--- config.mk ---
export PLATFORM = sky130hd
export DESIGN_NAME = tmc_timer
export DESIGN_NICKNAME = d
export VERILOG_FILES = /design/src/hw/tmc_timer.v
export VERILOG_INCLUDE_DIRS = /design/src /design/src/hw
export SDC_FILE = /design/constraint.sdc
export NUM_CORES = 1
export LEC_CHECK = 0
export ABC_AREA = 0
export BUFFER_PORTS_ARGS = -buffer_cell sky130_fd_sc_hd__buf_4
export CAP_MARGIN = 20
export CORE_AREA = 2 2 108 110
export CTS_BUF_LIST = sky130_fd_sc_hd__clkbuf_8
export CTS_CLUSTER_SIZE = 10
export DETAILED_ROUTE_END_ITERATION = 6
export DIE_AREA = 0 0 110 112
export GPL_ROUTABILITY_DRIVEN = 0
export PLACE_DENSITY = 0.82
export SYNTH_ARGS = -nofsm -noshare
export SYNTH_HDL_FRONTEND = slang
export SYNTH_SLANG_ARGS = --single-unit
--- constraint.sdc ---
create_clock -name SYS_CLK_I -period 2.35 [get_ports SYS_CLK_I]
set_clock_uncertainty 0.1 [all_clocks]
set_input_delay 0.3525 -clock SYS_CLK_I [delete_from_list [all_inputs] [get_ports SYS_CLK_I]]
set_output_delay 0.3525 -clock SYS_CLK_I [all_outputs]
set_load 0.01 [all_outputs]
--- src/hw/tmc_regs.vh ---
`ifndef TMC_REGS_VH
`define TMC_REGS_VH

// ==========================================================
// Register byte addresses, one aligned 32-bit word each
// ==========================================================
`define TMC_ADDR_CTRL1     8'h00
`define TMC_ADDR_CTRL2     8'h04
`define TMC_ADDR_STATUS    8'h08
`define TMC_ADDR_CNT_HI    8'h0c
`define TMC_ADDR_CNT_LO    8'h10
`define TMC_ADDR_ALT_HI    8'h14
`define TMC_ADDR_ALT_LO    8'h18
`define TMC_ADDR_CAP1_HI   8'h1c
`define TMC_ADDR_CAP1_LO   8'h20
`define TMC_ADDR_CAP2_HI   8'h24
`define TMC_ADDR_CAP2_LO   8'h28

// ==========================================================
// First control register fields
// ==========================================================
`define TMC_C1_CAPTURE_IRQ_ENABLE        7
`define TMC_C1_OVERFLOW_IRQ_ENABLE        5
`define TMC_C1_IEDG1       1

// ==========================================================
// Second control register fields
// ==========================================================
`define TMC_C2_OPM         4
`define TMC_C2_PWM         5
`define TMC_C2_CS_HI       3
`define TMC_C2_CS_LO       2
`define TMC_C2_IEDG2       1
`define TMC_C2_EXT_CLOCK_EDGE_SELECT       0

// ==========================================================
// Status register fields
// ==========================================================
`define TMC_SR_ICF1        7
`define TMC_SR_ICF2        6
`define TMC_SR_TOF         5

// ==========================================================
// Clock select codes and divider masks
// ==========================================================
`define TMC_CS_DIV4        2'b00
`define TMC_CS_DIV2        2'b01
`define TMC_CS_DIV8        2'b10
`define TMC_CS_EXT         2'b11
`define TMC_MASK_DIV2      3'h1
`define TMC_MASK_DIV4      3'h3
`define TMC_MASK_DIV8      3'h7

// ==========================================================
// Reset values and bus answers
// ==========================================================
`define TMC_CNT_RELOAD     16'hfffc
`define TMC_CNT_TOP        16'hffff
`define TMC_CTRL_RST       8'h00
`define TMC_RESP_OKAY      2'b00
`define TMC_RESP_SLVERR    2'b10

`endif

--- src/hw/tmc_timer.v ---
`timescale 1ns/1ps
`include "tmc_regs.vh"

module tmc_timer #(
  parameter ADDR_W       = 8,   // Byte address width of the slave
  parameter CAP1_BONDED  = 1,   // Capture pin one present
  parameter CAP2_BONDED  = 1,   // Capture pin two present
  parameter EXT_TIMER_CLOCK_PIN_BONDED = 1   // External clock pin present
) (
  // Clock, reset, enable
  input  wire              SYS_CLK_I,
  input  wire              RESET_N_I,
  input  wire              CLK_EN_I,
  // AXI4-Lite write address and data
  input  wire              AXI_AWVALID_I,
  output reg               AXI_AWREADY_O,
  input  wire [ADDR_W-1:0] AXI_AWADDR_I,
  input  wire              AXI_WVALID_I,
  output reg               AXI_WREADY_O,
  input  wire [31:0]       AXI_WDATA_I,
  input  wire [3:0]        AXI_WSTRB_I,
  // AXI4-Lite write response
  output reg               AXI_BVALID_O,
  input  wire              AXI_BREADY_I,
  output reg  [1:0]        AXI_BRESP_O,
  // AXI4-Lite read
  input  wire              AXI_ARVALID_I,
  output reg               AXI_ARREADY_O,
  input  wire [ADDR_W-1:0] AXI_ARADDR_I,
  output reg               AXI_RVALID_O,
  input  wire              AXI_RREADY_I,
  output reg  [31:0]       AXI_RDATA_O,
  output reg  [1:0]        AXI_RRESP_O,
  // Core state inputs
  input  wire              HALT_MODE_I,
  input  wire              IRQ_MASK_I,
  // Timer pins
  input  wire              EXT_TIMER_CLOCK_PIN_I,
  input  wire              CAPTURE_INPUT_PIN1_I,
  input  wire              CAPTURE_INPUT_PIN2_I,
  // Interrupt request
  output reg               TIMER_IRQ_O
);

  // ========================================================
  // State
  // ========================================================
  reg  [15:0] count;          // Free-running counter
  reg  [2:0]  presc;          // Prescaler divider
  reg  [7:0]  ctrl1;          // First control register
  reg  [7:0]  ctrl2;          // Second control register
  reg         overflow_flag;  // Sticky overflow
  reg  [1:0]  capture_flag;   // Sticky capture per channel
  reg         tof_armed;      // Status seen with overflow set
  reg  [1:0]  icf_armed;      // Status seen with capture set
  reg  [7:0]  lo_buf;         // Frozen count low byte
  reg         lo_frozen;      // Two-byte read under way
  reg  [15:0] cap1;           // Capture register one
  reg  [15:0] cap2;           // Capture register two
  reg  [1:0]  cap_inhibit;    // High byte read, low pending
  reg  [2:0]  sync1;          // First synchroniser stage
  reg  [2:0]  sync2;          // Second synchroniser stage
  reg  [2:0]  pin_last;       // Previous synchronised level
  // Write channel holding
  reg  [ADDR_W-1:0] aw_addr;  // Captured write address
  reg  [31:0]  w_data;        // Captured write data
  reg          w_lane0;       // Low byte lane enabled
  reg          aw_held;       // Address taken
  reg          w_held;        // Data taken

  // ========================================================
  // Decoded controls
  // ========================================================
  wire [1:0] clock_select = ctrl2[`TMC_C2_CS_HI:`TMC_C2_CS_LO];
  wire       ext_clock_edge_select = ctrl2[`TMC_C2_EXT_CLOCK_EDGE_SELECT];
  wire       one_pulse_mode = ctrl2[`TMC_C2_OPM];
  wire       pulse_width_mode = ctrl2[`TMC_C2_PWM];
  wire [1:0] capture_edge_select = {ctrl2[`TMC_C2_IEDG2],
                                    ctrl1[`TMC_C1_IEDG1]};
  wire       overflow_irq_enable = ctrl1[`TMC_C1_OVERFLOW_IRQ_ENABLE];
  wire       capture_irq_enable = ctrl1[`TMC_C1_CAPTURE_IRQ_ENABLE];

  // ========================================================
  // Pin inputs, unbonded pins tied high
  // ========================================================
  // Pins not bonded out look like a steady one
  wire [2:0] pin_raw = {
    (EXT_TIMER_CLOCK_PIN_BONDED != 0) ? EXT_TIMER_CLOCK_PIN_I : 1'b1,
    (CAP2_BONDED   != 0) ? CAPTURE_INPUT_PIN2_I  : 1'b1,
    (CAP1_BONDED   != 0) ? CAPTURE_INPUT_PIN1_I  : 1'b1};

  // Two-stage synchroniser plus edge history
  always @(posedge SYS_CLK_I or negedge RESET_N_I) begin
    if (!RESET_N_I) begin
      sync1    <= 3'h7;
      sync2    <= 3'h7;
      pin_last <= 3'h7;
    end else if (CLK_EN_I) begin
      sync1    <= pin_raw;
      sync2    <= sync1;
      pin_last <= sync2;
    end
  end

  // Edge chosen by select bit: one is rising, zero falling
  wire [2:0] rise = sync2 & ~pin_last;
  wire [2:0] fall = ~sync2 & pin_last;
  wire       ext_edge = ext_clock_edge_select ? rise[2] : fall[2];
  wire [1:0] cap_edge;
  assign cap_edge[0] = capture_edge_select[0] ? rise[0] : fall[0];
  assign cap_edge[1] = capture_edge_select[1] ? rise[1] : fall[1];

  // ========================================================
  // Count tick selection
  // ========================================================
  reg [2:0] div_mask;         // Prescaler terminal pattern
  always @* begin
    case (clock_select)
      `TMC_CS_DIV2: div_mask = `TMC_MASK_DIV2;
      `TMC_CS_DIV8: div_mask = `TMC_MASK_DIV8;
      default:      div_mask = `TMC_MASK_DIV4;
    endcase
  end
  // One tick per clock edge; ext edges need two CPU clocks
  // of spacing or some will be merged away
  wire ext_mode = (clock_select == `TMC_CS_EXT);
  wire tick = ext_mode ? ext_edge
                       : ((presc & div_mask) == div_mask);
  wire run  = ~HALT_MODE_I;   // Wait mode leaves run high
  wire wrap = run & tick & (count == `TMC_CNT_TOP);

  // ========================================================
  // Bus decode
  // ========================================================
  wire ar_fire = AXI_ARVALID_I & AXI_ARREADY_O;
  wire wr_go   = aw_held & w_held & ~AXI_BVALID_O;
  wire wr_en   = wr_go & w_lane0;
  wire rd_cnt_hi  = ar_fire & (AXI_ARADDR_I == `TMC_ADDR_CNT_HI);
  wire rd_cnt_lo  = ar_fire & (AXI_ARADDR_I == `TMC_ADDR_CNT_LO);
  wire rd_alt_hi  = ar_fire & (AXI_ARADDR_I == `TMC_ADDR_ALT_HI);
  wire rd_alt_lo  = ar_fire & (AXI_ARADDR_I == `TMC_ADDR_ALT_LO);
  wire rd_status  = ar_fire & (AXI_ARADDR_I == `TMC_ADDR_STATUS);
  wire rd_c1_hi   = ar_fire & (AXI_ARADDR_I == `TMC_ADDR_CAP1_HI);
  wire rd_c1_lo   = ar_fire & (AXI_ARADDR_I == `TMC_ADDR_CAP1_LO);
  wire rd_c2_hi   = ar_fire & (AXI_ARADDR_I == `TMC_ADDR_CAP2_HI);
  wire rd_c2_lo   = ar_fire & (AXI_ARADDR_I == `TMC_ADDR_CAP2_LO);
  wire wr_cnt_lo  = wr_en & (aw_addr == `TMC_ADDR_CNT_LO);
  wire wr_alt_lo  = wr_en & (aw_addr == `TMC_ADDR_ALT_LO);
  wire wr_c1_lo   = wr_en & (aw_addr == `TMC_ADDR_CAP1_LO);
  wire wr_c2_lo   = wr_en & (aw_addr == `TMC_ADDR_CAP2_LO);

  // ========================================================
  // Counter and prescaler
  // ========================================================
  // Halt freezes both; reset wake-up restarts at reload value
  always @(posedge SYS_CLK_I or negedge RESET_N_I) begin
    if (!RESET_N_I) begin
      count <= `TMC_CNT_RELOAD;
      presc <= 3'h0;
    end else if (CLK_EN_I) begin
      if (wr_cnt_lo | wr_alt_lo) begin
        count <= `TMC_CNT_RELOAD;
        presc <= 3'h0;
      end else if (run) begin
        presc <= presc + 3'h1;
        if (tick)
          count <= count + 16'h0001;
      end
    end
  end

  // ========================================================
  // Two-byte read buffer
  // ========================================================
  // Either counter's high read freezes the low byte once
  always @(posedge SYS_CLK_I or negedge RESET_N_I) begin
    if (!RESET_N_I) begin
      lo_buf    <= 8'h00;
      lo_frozen <= 1'b0;
    end else if (CLK_EN_I) begin
      if (rd_cnt_lo | rd_alt_lo) begin
        lo_frozen <= 1'b0;
      end else if ((rd_cnt_hi | rd_alt_hi) & ~lo_frozen) begin
        lo_buf    <= count[7:0];
        lo_frozen <= 1'b1;
      end
    end
  end

  // ========================================================
  // Capture channels
  // ========================================================
  // Channel one idles in one-pulse and pulse-width modes
  wire [1:0] cap_allow = {1'b1,
                          ~(one_pulse_mode | pulse_width_mode)};
  // Pin edges always reach here, whatever the port direction
  wire [1:0] cap_hit = cap_edge & cap_allow & ~cap_inhibit;

  always @(posedge SYS_CLK_I or negedge RESET_N_I) begin
    if (!RESET_N_I) begin
      cap1        <= 16'h0000;
      cap2        <= 16'h0000;
      cap_inhibit <= 2'b00;
    end else if (CLK_EN_I) begin
      if (cap_hit[0])
        cap1 <= count;
      if (cap_hit[1])
        cap2 <= count;
      // High read blocks transfers until the low read
      if (rd_c1_lo)
        cap_inhibit[0] <= 1'b0;
      else if (rd_c1_hi)
        cap_inhibit[0] <= 1'b1;
      if (rd_c2_lo)
        cap_inhibit[1] <= 1'b0;
      else if (rd_c2_hi)
        cap_inhibit[1] <= 1'b1;
    end
  end

  // ========================================================
  // Flags and clear sequences
  // ========================================================
  // Alternate low accesses never touch the overflow flag
  wire tof_clr = tof_armed & (rd_cnt_lo | wr_cnt_lo);
  wire [1:0] icf_clr = icf_armed & {rd_c2_lo | wr_c2_lo,
                                    rd_c1_lo | wr_c1_lo};

  // A set in the clearing cycle wins, so no event is lost
  always @(posedge SYS_CLK_I or negedge RESET_N_I) begin
    if (!RESET_N_I) begin
      overflow_flag <= 1'b0;
      capture_flag  <= 2'b00;
      tof_armed     <= 1'b0;
      icf_armed     <= 2'b00;
    end else if (CLK_EN_I) begin
      overflow_flag <= wrap | (overflow_flag & ~tof_clr);
      capture_flag  <= cap_hit | (capture_flag & ~icf_clr);
      // Status read arms the second step
      if (rd_status)
        tof_armed <= overflow_flag;
      else if (tof_clr)
        tof_armed <= 1'b0;
      if (rd_status)
        icf_armed <= capture_flag;
      else
        icf_armed <= icf_armed & ~icf_clr;
    end
  end

  // ========================================================
  // Interrupt request
  // ========================================================
  // Request stays pending while masked; flags are sticky
  always @(posedge SYS_CLK_I or negedge RESET_N_I) begin
    if (!RESET_N_I)
      TIMER_IRQ_O <= 1'b0;
    else if (CLK_EN_I)
      TIMER_IRQ_O <= ~IRQ_MASK_I &
        ((overflow_irq_enable & overflow_flag) |
         (capture_irq_enable & (|capture_flag)));
  end

  // ========================================================
  // Read data selection
  // ========================================================
  reg [7:0] rd_byte;          // Byte answered for the read
  reg       rd_ok;            // Address is mapped
  always @* begin
    rd_byte = 8'h00;
    rd_ok   = 1'b1;
    case (AXI_ARADDR_I)
      `TMC_ADDR_CTRL1:   rd_byte = ctrl1;
      `TMC_ADDR_CTRL2:   rd_byte = ctrl2;
      `TMC_ADDR_STATUS: begin
        rd_byte[`TMC_SR_ICF1] = capture_flag[0];
        rd_byte[`TMC_SR_ICF2] = capture_flag[1];
        rd_byte[`TMC_SR_TOF]  = overflow_flag;
      end
      `TMC_ADDR_CNT_HI,
      `TMC_ADDR_ALT_HI:  rd_byte = count[15:8];
      // Both counters share one low byte, frozen by a high read
      `TMC_ADDR_CNT_LO,
      `TMC_ADDR_ALT_LO:  rd_byte = lo_frozen ? lo_buf
                                             : count[7:0];
      `TMC_ADDR_CAP1_HI: rd_byte = cap1[15:8];
      `TMC_ADDR_CAP1_LO: rd_byte = cap1[7:0];
      `TMC_ADDR_CAP2_HI: rd_byte = cap2[15:8];
      `TMC_ADDR_CAP2_LO: rd_byte = cap2[7:0];
      default:           rd_ok   = 1'b0;
    endcase
  end

  // ========================================================
  // AXI4-Lite read channel
  // ========================================================
  // One read at a time; address ready drops while answering
  always @(posedge SYS_CLK_I or negedge RESET_N_I) begin
    if (!RESET_N_I) begin
      AXI_ARREADY_O <= 1'b0;
      AXI_RVALID_O  <= 1'b0;
      AXI_RDATA_O   <= 32'h0000_0000;
      AXI_RRESP_O   <= `TMC_RESP_OKAY;
    end else if (CLK_EN_I) begin
      if (ar_fire) begin
        AXI_ARREADY_O <= 1'b0;
        AXI_RVALID_O  <= 1'b1;
        AXI_RDATA_O   <= {24'h000000, rd_byte};
        AXI_RRESP_O   <= rd_ok ? `TMC_RESP_OKAY : `TMC_RESP_SLVERR;
      end else if (AXI_RVALID_O & AXI_RREADY_I) begin
        AXI_RVALID_O  <= 1'b0;
        AXI_ARREADY_O <= 1'b1;
      end else if (~AXI_RVALID_O) begin
        AXI_ARREADY_O <= 1'b1;
      end
    end
  end

  // ========================================================
  // AXI4-Lite write channels
  // ========================================================
  // Address and data are taken in either order, then acted on
  wire aw_fire = AXI_AWVALID_I & AXI_AWREADY_O;
  wire w_fire  = AXI_WVALID_I & AXI_WREADY_O;
  wire wr_map  = (aw_addr == `TMC_ADDR_CTRL1)   |
                 (aw_addr == `TMC_ADDR_CTRL2)   |
                 (aw_addr == `TMC_ADDR_CNT_LO)  |
                 (aw_addr == `TMC_ADDR_ALT_LO)  |
                 (aw_addr == `TMC_ADDR_CAP1_LO) |
                 (aw_addr == `TMC_ADDR_CAP2_LO);

  always @(posedge SYS_CLK_I or negedge RESET_N_I) begin
    if (!RESET_N_I) begin
      AXI_AWREADY_O <= 1'b0;
      AXI_WREADY_O  <= 1'b0;
      AXI_BVALID_O  <= 1'b0;
      AXI_BRESP_O   <= `TMC_RESP_OKAY;
      aw_addr       <= {ADDR_W{1'b0}};
      w_data        <= 32'h0000_0000;
      w_lane0       <= 1'b0;
      aw_held       <= 1'b0;
      w_held        <= 1'b0;
      ctrl1         <= `TMC_CTRL_RST;
      ctrl2         <= `TMC_CTRL_RST;
    end else if (CLK_EN_I) begin
      AXI_AWREADY_O <= ~aw_held & ~aw_fire;
      AXI_WREADY_O  <= ~w_held & ~w_fire;
      if (aw_fire) begin
        aw_addr <= AXI_AWADDR_I;
        aw_held <= 1'b1;
      end
      if (w_fire) begin
        w_data  <= AXI_WDATA_I;
        w_lane0 <= AXI_WSTRB_I[0];
        w_held  <= 1'b1;
      end
      if (wr_go) begin
        // Read-only registers ignore data but still answer
        AXI_BVALID_O <= 1'b1;
        AXI_BRESP_O  <= wr_map ? `TMC_RESP_OKAY : `TMC_RESP_SLVERR;
        if (w_lane0 & (aw_addr == `TMC_ADDR_CTRL1))
          ctrl1 <= w_data[7:0];
        if (w_lane0 & (aw_addr == `TMC_ADDR_CTRL2))
          ctrl2 <= w_data[7:0];
      end else if (AXI_BVALID_O & AXI_BREADY_I) begin
        AXI_BVALID_O  <= 1'b0;
        aw_held       <= 1'b0;
        w_held        <= 1'b0;
        AXI_AWREADY_O <= 1'b1;
        AXI_WREADY_O  <= 1'b1;
      end
    end
  end

endmodule

==> metrics <==
min cycle time layout 2.10 ns; first-pass GRT wire length 25000 um; sequential power share 0.500; DR iter-0 viols 379; CTS tree done; cell area after layout 7410 um^2; data arrival time of the worst path 2.38 ns; Post-DRT Antenna Nets 0; CTS buffer count 17; Placement Setup Slack 0.264 ns; detailed placement HPWL 10600 um; Synth cell types 68; initial antenna violation count 0; vias per cell 6.14; CP Capture Type flip-flop; largest net degree at the start of global routing 56; Worst-path clk slew 0.08 ns; Post-DP Area 6970 um^2; status complete, no violations; core footprint 11200 um^2; Die X 110 um; final setup vio count 0; GRT Residual Overflow 0; H-tree levels 4; post-DR wirelength/cell 19.5 um; Post-CTS Setup Bufs 0; internal power 4.56 mW; Required @ worst endpoint 2.63 ns; max-slew violations 0; area leader, netlist dfrtp_1; Top FF cell, synth dfrtp_1; synthesized flop and latch total 128; pwr dens 892 nW/um^2; Max IR drop VDD 0.665 mV; Setup WS post-layout 0.252 ns; P&R area growth vs syn 15.1%; later-pin clock latency in the skew report 0.44 ns; crit path max fanout 8; Pre-antenna DRT Iters 5; Worst path max stage delay 0.63 ns; share of the synthesized area in the top cell type 0.408; Cell Area, Synth 6430 um^2; fillers 815; worst-path cell chain and4_1 -> and3_1 -> nand2_1 -> or4_1 -> nand3_1; slowest CP cell dfstp_2; Antenna Cells 0; Sink Count 128; total track usage 0.267; Clock Power Share 0.305; Post-synth ARST share 1.00; EDFF count, synth 0; root buffer cell clkbuf_8; Multi-input gate area 2950 um^2; crit start category flip-flop; final setup TNS 0 ns; number of global-route vias before repair 4843; Die ar. 12300 um^2; Max Freq 477 MHz; fin nets 687; Period Utilization, post-route 0.893; most frequent cells after synthesis dfrtp_1 (105), mux2_2 (86), nand2_1 (51), buf_4 (27); synth top area cells dfrtp_1 (41%), mux2_2 (15%), dfstp_2 (9.4%); Net Switching 2.05 mW; post-route DRC violation count 0; clk buf depth 2; post-synthesis cell count 553; die height 112 um; RSZ-0062 raised after global routing no; critical path class reg2reg; Hold WC Path Type in2reg; Seq. cell area 3230 um^2; Syn. warnings 0; routed via count 4761; std cell rows 39; routed wire length 15200 um; final hold viol count 0; total power 6.61 mW; combinational share of power 0.195; Slew @ Worst Pin 0.642 ns; most frequent cell after synthesis dfrtp_1; # port buffers 53; layout cells sized above 1 0.363; Slew headroom 0.570; Seq/Total Area, Yosys 0.502; max_cap viols 0; switching share of power 0.310; Lkg Pwr 3.41 nW; I/O pin total 107; Syn Area/Cell 11.6 um^2; Initial Util 0.576
critical path, delay by kind of cell (launching register included):
| kind | cells | cell delay [ns] |
|---|---|---|
| DFF | 1 | 0.63 |
| and+or+nand+nor | 5 | 1.32 |
power groups by stage:
stage,clock [mW],combinational [mW],sequential (mW)
3_5_place_dp,0,1.28,3.33
6_report,2.02,1.29,3.30
5_1_grt,2.14,1.41,3.38
3_3_place_gp,0,1.21,3.28
2_1_floorplan,0,0.952,3.14
4_1_cts,2.04,1.29,3.30
metrics by stage:
step,util,hold slack [ns],cells
floorplan,-,-0.0431,578
global placement,0.624,0.224,743
detailed placement,0.624,0.231,743
CTS,0.663,0.0212,776
global route,0.663,0.0153,776
finish,0.663,0.0389,776
repair_timing:
| action | CTS | global route |
|---|---|---|
| hold endpoints to repair | 27 | 0 |
| gates resized for setup | 0 | 0 |
| hold buffers | 1 | 0 |
cell type report:
class / instances / area share
Sequential cell: 128 / 0.436
Multi-Input combinational cell: 389 / 0.398
Timing Repair Buffer: 75 / 0.0797
Clock buffer: 18 / 0.0335
Tap cell: 143 / 0.0242
Clock inverter: 14 / 0.0240
Inverter: 9 / 0.00456
worst paths after layout:
check / startpoint / to / slack, ns / cells past startpoint
setup / recovery: count[3] / count[13] / 0.25 / 5
hold / removal: AXI_WDATA_I[5] / w_data[5] / 0.04 / 2
setup reg to reg: count[3] / count[13] / 0.25 / 5
hold reg to reg: AXI_RDATA_O[7] / AXI_RDATA_O[7] / 0.38 / 1
max in group asynchronous: RESET_N_I / count[9] / 1.15 / 3
min in group asynchronous: RESET_N_I / w_data[1] / 0.29 / 2
kinds of logic (layout without fill, tap and decap cells):
family | after synthesis | after routing | share of synthesized area
mux | 99 | 99 | 0.172
compound gates | 99 | 99 | 0.113
xor+xnor | 14 | 14 | 0.0191
other cells | 1 | 26 | 0.000583
fa+ha+maj | 2 | 2 | 0.00389
buf+inv | 61 | 116 | 0.0543
simple gates | 149 | 149 | 0.134
flops | 128 | 128 | 0.502
layer usage:
metal	track usage	part of all wire	routed length (um)	vias to the layer above
met5	0	0	0	-
met4	0.106	0.028	419	0
met3	0.0714	0.073	1110	34
met2	0.416	0.49	7450	218
met1	0.356	0.41	6180	2381
li1	-	-	-	2128
layout by cell type (no fill, tap or decap), types with 6 or more instances in the layout:
cell / instances
dfrtp_1: 105
mux2_2: 86
buf_4: 72
nand2_1: 51
conb_1: 26
nand3_1: 23
dfstp_2: 23
clkbuf_8: 18
o21ai_0: 16
xor2_1: 13
a21oi_1: 12
inv_1: 9
nor2_1: 9
nand4_1: 8
and3_1: 8
mux2_1: 8
o211ai_1: 7
nor2b_1: 6
and4_1: 6
registers in the layout, indices dropped and copies added (netlist names), 8 cells and up:
signal       count
ctrl2            8
cap1            16
count           16
ctrl1            8
aw_addr          8
lo_buf           8
AXI_RDATA_O      8
cap2            16
w_data           8
No activity file was read; power rests on OpenSTA's default activity.
